$ cat src/logic/lieh_cfg.svh
// Summary of operation
// RL1: latch bus reinit flag, bit 17, when the physical layer enters bus reset.
// RL2: set node ident done, bit 16, when the identification packet stream completes.
// RL3: clear node ident done in the same cycle the bus reinit flag sets; only a hardware set clears it, a host set-view write of bit 17 does not.
// RL4: bits 15 to 10 are reserved, read zero, writes ignored.
// RL5: set bit 9 when a lock response to a register lock gets no ack_complete.
// RL6: set bit 8 on host bus fault while storing an acknowledged write request.
// RL7: bit 7 is unlatched OR of receive channel event bits each ANDed with its enable bit.
// RL8: bit 6 is unlatched OR of transmit channel event bits each ANDed with its enable bit.
// RL9: set bit 5 after a packet lands in the response receive buffer.
// RL10: set bit 4 after a packet lands in the request receive buffer.
// RL11: set bit 3 on response receive descriptor completion when it asks to interrupt.
// RL12: set bit 2 on request receive descriptor completion when it asks to interrupt.
// RL13: set bit 1 on response transmit command completion when it asks to interrupt.
// RL14: set bit 0 on request transmit command completion when it asks to interrupt.
// RL15: set view and clear view; clear view read returns events ANDed with enables.
// RL16: write one sets at set view, clears at clear view; hardware set wins.
// RL17: host writes never alter the two summary bits.
`ifndef LIEH_CFG_SVH
`define LIEH_CFG_SVH
`define LIEH_OFS_SET 8'h80
`define LIEH_OFS_CLR 8'h84
`define LIEH_OFS_STAT 8'h90
`define LIEH_OFS_MASK 8'h94
`define LIEH_BIT_BUS_REINIT 17
`define LIEH_BIT_NODE_IDENT 16
`define LIEH_BIT_RX_SUM 7
`define LIEH_BIT_TX_SUM 6
`define LIEH_LATCH_MASK 18'h3033F
`define LIEH_EVT_RESET 18'h00000
`define LIEH_MASK_RESET 18'h00000
`endif

$ cat src/logic/lieh_pkg.sv
package lieh_pkg;
  typedef logic [17:0] lieh_evt_t;
  typedef enum logic [2:0] {
    LIEH_IDLE = 3'h1,
    LIEH_RESP = 3'h2,
    LIEH_WAIT = 3'h4
  } lieh_bus_state_t;
endpackage

$ cat src/logic/lieh_event_low.sv
`timescale 1ns/100ps
`include "lieh_cfg.svh"
module lieh_event_low
#(
  parameter int NCHAN = 8
)
(
  // clock and reset
  input wire logic clk,
  input wire logic resetn,
  // avalon-mm slave
  input wire logic [7:0] avs_address,
  input wire logic avs_read,
  input wire logic avs_write,
  input wire logic [31:0] avs_writedata,
  input wire logic [3:0] avs_byteenable,
  output logic [31:0] avs_readdata,
  output logic avs_waitrequest,
  // hardware event pulses
  input wire logic phy_bus_reset,
  input wire logic ident_stream_done,
  input wire logic lock_resp_no_ack,
  input wire logic posted_write_fault,
  input wire logic response_packet_stored,
  input wire logic request_packet_stored,
  input wire logic resp_rx_dma_done,
  input wire logic req_rx_dma_done,
  input wire logic response_send_done,
  input wire logic request_send_done,
  // per-descriptor interrupt requests qualifying the dma completions
  input wire logic [3:0] dma_irq_req,
  // per-channel timed registers
  input wire logic [NCHAN-1:0] rx_chan_event,
  input wire logic [NCHAN-1:0] rx_chan_enable,
  input wire logic [NCHAN-1:0] tx_chan_event,
  input wire logic [NCHAN-1:0] tx_chan_enable,
  // event outputs
  output lieh_pkg::lieh_evt_t event_flags,
  output logic irq
);
  import lieh_pkg::*;

  lieh_evt_t evt_q, evt_d;
  lieh_evt_t mask_q, mask_d;
  lieh_evt_t hw_set;
  lieh_evt_t wr_set, wr_clr, wval, view;
  lieh_bus_state_t st_q, st_d;
  logic [31:0] rdata_q, rdata_d;
  logic rx_sum, tx_sum, wr_hit_q, wr_hit_d, irq_d;
  logic [17:0] full_evt;

  // summaries follow the channel registers, never latched
  assign rx_sum = |(rx_chan_event & rx_chan_enable); // see RL7
  assign tx_sum = |(tx_chan_event & tx_chan_enable); // see RL8

  always_comb
  begin
    hw_set = '0;
    hw_set[17] = phy_bus_reset; // see RL1
    hw_set[16] = ident_stream_done; // see RL2
    hw_set[9] = lock_resp_no_ack; // see RL5
    hw_set[8] = posted_write_fault; // see RL6
    hw_set[5] = response_packet_stored; // see RL9
    hw_set[4] = request_packet_stored; // see RL10
    hw_set[3] = resp_rx_dma_done & dma_irq_req[3]; // see RL11
    hw_set[2] = req_rx_dma_done & dma_irq_req[2]; // see RL12
    hw_set[1] = response_send_done & dma_irq_req[1]; // see RL13
    hw_set[0] = request_send_done & dma_irq_req[0]; // see RL14
  end

  // byte enables gate the written ones; reserved and summary bits masked off
  always_comb
  begin
    wval = {avs_byteenable[2] ? avs_writedata[17:16] : 2'h0,
            avs_byteenable[1] ? avs_writedata[15:8] : 8'h00,
            avs_byteenable[0] ? avs_writedata[7:0] : 8'h00};
    wval = wval & lieh_evt_t'(`LIEH_LATCH_MASK); // see RL4, RL17
  end

  // one-shot write: the write takes effect only in the cycle waitrequest drops
  assign wr_hit_d = (st_q == LIEH_IDLE) & avs_write;
  assign wr_set = (wr_hit_q && avs_address == `LIEH_OFS_SET) ? wval : '0; // see RL16
  assign wr_clr = (wr_hit_q && avs_address == `LIEH_OFS_CLR) ? wval : '0; // see RL16

  always_comb
  begin
    evt_d = (evt_q | wr_set) & ~wr_clr;
    evt_d = evt_d | hw_set; // see RL16
    if (hw_set[`LIEH_BIT_BUS_REINIT] && !evt_q[`LIEH_BIT_BUS_REINIT])
    begin
      evt_d[`LIEH_BIT_NODE_IDENT] = 1'b0; // see RL3
    end
    evt_d = evt_d & lieh_evt_t'(`LIEH_LATCH_MASK); // see RL4
    mask_d = mask_q;
    if (wr_hit_q && avs_address == `LIEH_OFS_MASK)
    begin
      mask_d = wval | (avs_byteenable[0] ? {10'h000, avs_writedata[7:6], 6'h00} : 18'h00000);
    end
  end

  always_comb
  begin
    full_evt = evt_q;
    full_evt[`LIEH_BIT_RX_SUM] = rx_sum;
    full_evt[`LIEH_BIT_TX_SUM] = tx_sum;
    view = full_evt;
  end

  // bus: idle -> resp (waitrequest low) -> wait for one cycle -> idle
  always_comb
  begin
    st_d = st_q;
    rdata_d = rdata_q;
    case (st_q)
      LIEH_IDLE:
      begin
        if (avs_read || avs_write)
        begin
          st_d = LIEH_RESP;
          rdata_d = 32'h00000000;
          if (avs_read)
          begin
            case (avs_address)
              `LIEH_OFS_SET: rdata_d = {14'h0000, view};
              `LIEH_OFS_CLR: rdata_d = {14'h0000, view & mask_q}; // see RL15
              `LIEH_OFS_MASK: rdata_d = {14'h0000, mask_q};
              default: rdata_d = 32'h00000000;
            endcase
          end
        end
      end
      LIEH_RESP: st_d = LIEH_WAIT;
      LIEH_WAIT: st_d = LIEH_IDLE;
      default: st_d = LIEH_IDLE;
    endcase
  end

  assign irq_d = |(full_evt & mask_q);

  always_ff @(posedge clk)
  begin
    if (!resetn)
    begin
      evt_q <= `LIEH_EVT_RESET;
      mask_q <= `LIEH_MASK_RESET;
      st_q <= LIEH_IDLE;
      rdata_q <= 32'h00000000;
      wr_hit_q <= 1'b0;
      avs_waitrequest <= 1'b1;
      avs_readdata <= 32'h00000000;
      event_flags <= '0;
      irq <= 1'b0;
    end
    else
    begin
      evt_q <= evt_d;
      mask_q <= mask_d;
      st_q <= st_d;
      rdata_q <= rdata_d;
      wr_hit_q <= wr_hit_d;
      avs_waitrequest <= !(st_q == LIEH_IDLE && (avs_read || avs_write));
      avs_readdata <= rdata_d;
      event_flags <= view;
      irq <= irq_d;
    end
  end
endmodule

$ cat config.mk
export PLATFORM = sky130hd
export DESIGN_NAME = lieh_event_low
export DESIGN_NICKNAME = d
export VERILOG_FILES = /design/src/logic/lieh_pkg.sv /design/src/logic/lieh_event_low.sv
export VERILOG_INCLUDE_DIRS = /design/src /design/src/logic
export SDC_FILE = /design/constraint.sdc
export NUM_CORES = 1
export LEC_CHECK = 0
export BUFFER_PORTS_ARGS = -buffer_cell sky130_fd_sc_hd__buf_4
export CORE_ASPECT_RATIO = 1.75
export CORE_MARGIN = 2
export CORE_UTILIZATION = 47
export DETAILED_ROUTE_END_ITERATION = 7
export HOLD_SLACK_MARGIN = 0.05
export MAX_ROUTING_LAYER = met4
export PLACE_DENSITY = 0.86
export REMOVE_ABC_BUFFERS = 1
export SYNTH_ARGS = -nofsm -noshare
export SYNTH_HDL_FRONTEND = slang
export SYNTH_SLANG_ARGS = --single-unit
$ cat constraint.sdc
create_clock -name clk -period 3.4 [get_ports clk]
set_clock_uncertainty 0.05 [all_clocks]
set_input_delay 0.34 -clock clk [delete_from_list [all_inputs] [get_ports clk]]
set_output_delay 0.34 -clock clk [all_outputs]
set_load 0.02 [all_outputs]
==> results.json, run 1 <==
{
  "yosys_warnings": 0,
  "critical_path_class": "flip-flop to flip-flop",
  "routabilityCongestion": 0.823,
  "p_per_area_nw_per_um2": 443,
  "power_uw": 1420,
  "syn_area_um2": 2430,
  "post-route-min-period_ps": 2060,
  "drv_cap": 0,
  "cts_hold_buf": 0,
  "syn_to_final_growth_pct": 31.8,
  "routedWlPerCell_um": 15.0,
  "arrival_ps": 2260,
  "yosysMostFrequentCell": "dfxtp_1",
  "synth_fa_ha_area_share_pct": 0,
  "synthCells": 285,
  "avgSynthCellArea_um2": 8.53,
  "synth-seq-cells": 52,
  "coreArea_um2": 4980,
  "r2r_end": "rdata_q[7]",
  "hpwlAfterDp_mm": 4.78,
  "finalWirelength_mm": 6.42,
  "status": "finished clean",
  "cp_cell_sequence": "or3b_1, buf_4, a2111oi_0, o2111ai_1, nand3_1",
  "regArea_um2": 1040,
  "leakage_uw": 0.00140,
  "ys_seq_area_share_pct": 42.8,
  "hold_path_class": "input pin to flip-flop",
  "critical_path_depth": 5,
  "num_rows": 34,
  "grt_pass1_wl_mm": 10.3,
  "grt.total_usage_pct": 23.5,
  "synth_top_family_by_area": "compound AO/OA/AOI/OAI gates",
  "instances_no_fill": 428,
  "drive_gt1_share_pct": 30.5,
  "viasPerCell": 5.61,
  "grt_max_degree": 32,
  "clock_latency_ps": 310,
  "cp_slowest_cell": "a2111oi_0",
  "ys_async_sr_fraction_pct": 0,
  "cp_max_fo": 25,
  "drt_iter0_markers": 79,
  "rsz0062_at_grt": "no",
  "synth-simple-area-share_pct": 21.0,
  "clk_pin_slew_ps": 90,
  "synth-edff-count": 0,
  "tightest_slew_ps": 894,
  "ios": 146,
  "clk_path_buf_depth": 2,
  "nFillCells": 449,
  "postCtsSetupBuffers": 0,
  "synth.distinct_cells": 43,
  "cts_sinks": 52,
  "r2r-start": "st_q[2]",
  "fin_nets": 467,
  "r2r_slack_ps": 1340,
  "fin_crit_sh_pct": 60.7,
  "die-area_um2": 5790,
  "synth_mux_area_share_pct": 0.412,
  "endpoint_kind": "flip-flop",
  "synth-main-ff-cell": "dfxtp_1",
  "yosysTopAreaCellShare_pct": 42.8,
  "endpoint": "rdata_q[7]",
  "die_h_um": 99.1,
  "dr.pass1.iters": 4,
  "critPathLaunchType": "flip-flop",
  "yosys-top-cells-count": "dfxtp_1 (52), nand2_1 (29), buf_4 (26)",
  "grt_pass1_vias": 2248,
  "slew_viol_final": 0,
  "fin_tns_setup_ps": 0,
  "antenna_found_initial": 0,
  "cts_root_buffer": "clkbuf_8",
  "cts_made_buffers": 5,
  "multiInputGateArea_um2": 1160,
  "max_freq_mhz": 484,
  "cts_tree": "built",
  "slowest_delay_ps": 710,
  "setup_viol": 0,
  "yosysTopAreaCell": "dfxtp_1",
  "irDropWorstVdd_mv": 0.418,
  "initial_core_util_pct": 48.8,
  "rr_worst_depth": 5,
  "relSlewSlack_pct": 38.9,
  "synthTopCellsByArea": "dfxtp_1 (43%), buf_4 (8.0%), nand2_1 (4.5%), and2_1 (4.1%), a21oi_1 (3.5%)",
  "overflow": 0,
  "finalHoldViolations": 0,
  "cts_resized": 0,
  "worst_hold_slack_ps": 229,
  "die_w_um": 58.4,
  "cp_num_buf_inv": 1,
  "portBuffers": 98,
  "dp_cells": 420,
  "path_delay_family": "compound AO/OA/AOI/OAI gates",
  "drc": 0,
  "ant_nets": 0,
  "cp.required_ps": 3600,
  "synth-compound-area-share_pct": 22.3,
  "synth_xor_area_share_pct": 0,
  "cts_max_level": 2,
  "diodes": 0,
  "pre_cts_ws_ps": 1250,
  "vias": 2402,
  "crit_start": "st_q[2]",
  "final.setup.worst_slack_ps": 1340
}
-- power breakdown --
part           switching (uW)  leakage, uW  internal, uW
Sequential               13.3     0.000425           630
Clock                     198    0.0000784           368
Combinational             118     0.000896          93.1
Total                     329      0.00140          1090
-- sequential cells by signal (all words and copies together) (netlist names) --
| register | count |
|---|---|
| mask_q | 12 |
| st_q | 3 |
| rdata_q | 12 |
| avs_waitrequest | 1 |
| evt_q | 10 |
| event_flags | 12 |
| wr_hit_q | 1 |
| irq | 1 |
-- per-stage QoR --
step                utilization (%)  area, um2
floorplan                         -       2230
global placement               61.2       3040
detailed placement             61.2       3040
CTS                            64.4       3200
global route                   64.4       3200
finish                         64.4       3200
-- layer usage --
layer | part of all wire [%] | wire length (um) | vias up | global-route usage (%)
met3 | 7.6 | 490 | 21 | 4.16
met5 | 0 | 0 | - | -
li1 | - | - | 1154 | -
met4 | 3.5 | 227 | 0 | 12.3
met2 | 54 | 3470 | 111 | 41.1
met1 | 35 | 2230 | 1116 | 24.3
-- logic make-up (layout without fill, tap and decap cells) --
group,count (synthesis),after routing
other,1,26
buffers and inverters,50,114
muxes,1,1
DFF,52,52
AOI/OAI and AO/OA,82,82
and+or+nand+nor,99,99
-- cell usage in the layout (no fill, tap or decap), types with 3 or more instances in the layout --
cell type	n
inv_1	6
clkbuf_8	5
nand4_1	6
o31a_1	7
o21ai_0	17
a31oi_1	3
nand2_1	29
dfxtp_1	52
nand3_1	14
a22oi_1	10
and2_1	16
o22ai_1	10
conb_1	26
buf_4	100
a21oi_1	17
bufinv_16	3
nor4_1	5
nor2_1	15
o31ai_1	6
-- final cells by class --
cell class / instances / share of cell area, %
Multi-Input combinational cell: 208 / 36.3
Sequential cell: 52 / 32.5
Timing Repair Buffer: 100 / 23.4
Clock inverter: 3 / 2.81
Clock buffer: 5 / 2.15
Tap cell: 54 / 2.11
Inverter: 6 / 0.703
-- worst reg2reg max path, cell delays in order, from the launching register on --
cell and delay [ps]:
dfxtp_1 320, or3b_1 360, buf_4 220, a2111oi_0 710, o2111ai_1 220, nand3_1 120
-- worst min path at each step --
stage	from	end	slack [ps]	cells after the start
global placement	st_q[0]	st_q[2]	350	1
floorplan	st_q[0]	st_q[2]	350	1
finish	avs_write	wr_hit_q	230	3
CTS	avs_write	wr_hit_q	230	3
global route	avs_write	wr_hit_q	240	3
detailed placement	st_q[0]	st_q[2]	360	1
Power figures use the tool's default switching activity.
==> run 2, diff against run 1 <==
--- a/config.mk
+++ b/config.mk
@@ -9,11 +9,11 @@
 export BUFFER_PORTS_ARGS = -buffer_cell sky130_fd_sc_hd__buf_4
 export CORE_ASPECT_RATIO = 1.75
 export CORE_MARGIN = 2
-export CORE_UTILIZATION = 47
+export CORE_UTILIZATION = 39
 export DETAILED_ROUTE_END_ITERATION = 7
 export HOLD_SLACK_MARGIN = 0.05
 export MAX_ROUTING_LAYER = met4
-export PLACE_DENSITY = 0.86
+export PLACE_DENSITY = 0.76
 export REMOVE_ABC_BUFFERS = 1
 export SYNTH_ARGS = -nofsm -noshare
 export SYNTH_HDL_FRONTEND = slang
==> constraint.sdc (replaced) <==
create_clock -name clk -period 1.7 [get_ports clk]
set_clock_uncertainty 0.05 [all_clocks]
set_input_delay 0.17 -clock clk [delete_from_list [all_inputs] [get_ports clk]]
set_output_delay 0.17 -clock clk [all_outputs]
set_load 0.02 [all_outputs]
==> results.json, run 2 (synthesis gave the netlist of run 1 again) <==
{
  "critical_path_class": "flip-flop to flip-flop",
  "rr_worst_depth": 5,
  "grt_max_degree": 20,
  "die_h_um": 108,
  "irDropWorstVdd_mv": 0.583,
  "cp.required_ps": 1840,
  "r2r_end": "st_q[0]",
  "worst_hold_slack_ps": 58.7,
  "vias": 2390,
  "drt_iter0_markers": 57,
  "drive_gt1_share_pct": 32.6,
  "min_delay_path_depth": 3,
  "endpoint_kind": "flip-flop",
  "max_freq_mhz": 618,
  "cp_slowest_cell": "or3b_1",
  "finalWirelength_mm": 6.43,
  "r2r_slack_ps": 80,
  "cp_num_buf_inv": 2,
  "diodes": 0,
  "cts_max_level": 2,
  "arrival_ps": 1760,
  "cts_root_buffer": "clkbuf_8",
  "final.setup.worst_slack_ps": 81.2,
  "cts_resized": 0,
  "cts_hold_buf": 0,
  "rsz0062_at_grt": "no",
  "viasPerCell": 5.13,
  "hold_start": "avs_write",
  "overflow": 0,
  "wl_met1_mm": 2.39,
  "status": "finished clean",
  "cp_cell_sequence": "or3b_1, buf_4, or3_1, inv_1, nor2_1",
  "fin_crit_sh_pct": 95.2,
  "finalHoldViolations": 0,
  "dp_cells": 459,
  "grt_pass1_vias": 2375,
  "power_uw": 2470,
  "die_w_um": 63.7,
  "post-route-min-period_ps": 1620,
  "clk_pin_slew_ps": 90,
  "cp_max_fo": 11,
  "drc": 0,
  "slew_viol_final": 0,
  "r2r-start": "st_q[2]",
  "setup_viol": 0,
  "ant_nets": 0,
  "wl_met3_um": 357,
  "fin_nets": 480,
  "tightest_slew_ps": 713,
  "path_delay_family": "simple AND/OR/NAND/NOR gates",
  "mostFrequentLayoutCell": "buf_4",
  "slowest_delay_ps": 420,
  "critPathLaunchType": "flip-flop",
  "syn_to_final_growth_pct": 35.1,
  "hold_path_class": "input pin to flip-flop",
  "routabilityCongestion": 0.820,
  "nFillCells": 602,
  "instances_no_fill": 466,
  "whs_endpoint": "wr_hit_q",
  "relSlewSlack_pct": 52.3,
  "routedWlPerCell_um": 13.8,
  "leakage_uw": 0.00143,
  "clk_path_buf_depth": 2,
  "die-area_um2": 6910,
  "drv_cap": 0,
  "portBuffers": 98,
  "num_rows": 38,
  "topRoutingLayerUsed": "met4",
  "wl_met2_mm": 3.53,
  "pre_cts_ws_ps": -188,
  "antenna_found_initial": 0,
  "cts_tree": "built",
  "layout_common_cells": "buf_4 (112), dfxtp_1 (52), nand2_1 (29)",
  "reg.largest.list": "event_flags (12), mask_q (12), rdata_q (12)",
  "postCtsSetupBuffers": 0,
  "dr.pass1.iters": 4,
  "p_per_area_nw_per_um2": 751,
  "grt_pass1_wl_mm": 10.4,
  "hpwlAfterDp_mm": 5.07,
  "cts_sinks": 52,
  "coreArea_um2": 6130,
  "initial_core_util_pct": 39.6,
  "clock_latency_ps": 300,
  "ios": 146,
  "cts_made_buffers": 5,
  "grt.total_usage_pct": 19.4
}
-- run 2: area by class of cell --
| class | count | area (um2) | area share [%] |
|---|---|---|---|
| clock buffer | 7 | 96.3 | 2.93 |
| sequential | 52 | 1040 | 31.7 |
| inverter | 6 | 22.5 | 0.686 |
| timing repair buffer | 113 | 861 | 26.2 |
| tap | 80 | 100 | 3.05 |
| multi-input combinational | 208 | 1160 | 35.4 |
-- run 2: power breakdown --
group          internal (uW)  total [uW]  switching (uW)  leakage [uW]
sequential              1260        1290            26.9      0.000425
clock                    363         739             375     0.0000503
combinational            203         440             238      0.000960
-- run 2: per-layer routing --
layer	GRT usage [%]	up-vias
met5	-	-
li1	-	1175
met4	8.54	0
met1	19.4	1108
met2	35.9	95
met3	3.64	12
-- run 2: worst max path at each step --
| stage | startpoint | to | cells after the start |
|---|---|---|---|
| 3_5_place_dp | avs_address[1] | evt_q[2] | 5 |
| 5_1_grt | st_q[0] | st_q[0] | 5 |
| 2_1_floorplan | st_q[2] | rdata_q[6] | 4 |
| 4_1_cts | st_q[2] | st_q[0] | 5 |
| 3_3_place_gp | avs_address[1] | evt_q[1] | 5 |
| 6_report | st_q[2] | st_q[0] | 5 |
-- run 2: worst reg2reg max path, delay by kind of cell, from the launching register on --
kind          cells  cell delay, ps
buf+inv           2             290
flops             1             320
simple gates      3             870
-- run 2: through the flow --
stage	util, %	TNS, ps	instance area, um2
2_1_floorplan	-	-528	2230
3_3_place_gp	52.0	-1480	3190
3_5_place_dp	52.0	-1970	3190
4_1_cts	53.5	0	3280
5_1_grt	53.5	0	3280
6_report	53.5	0	3280
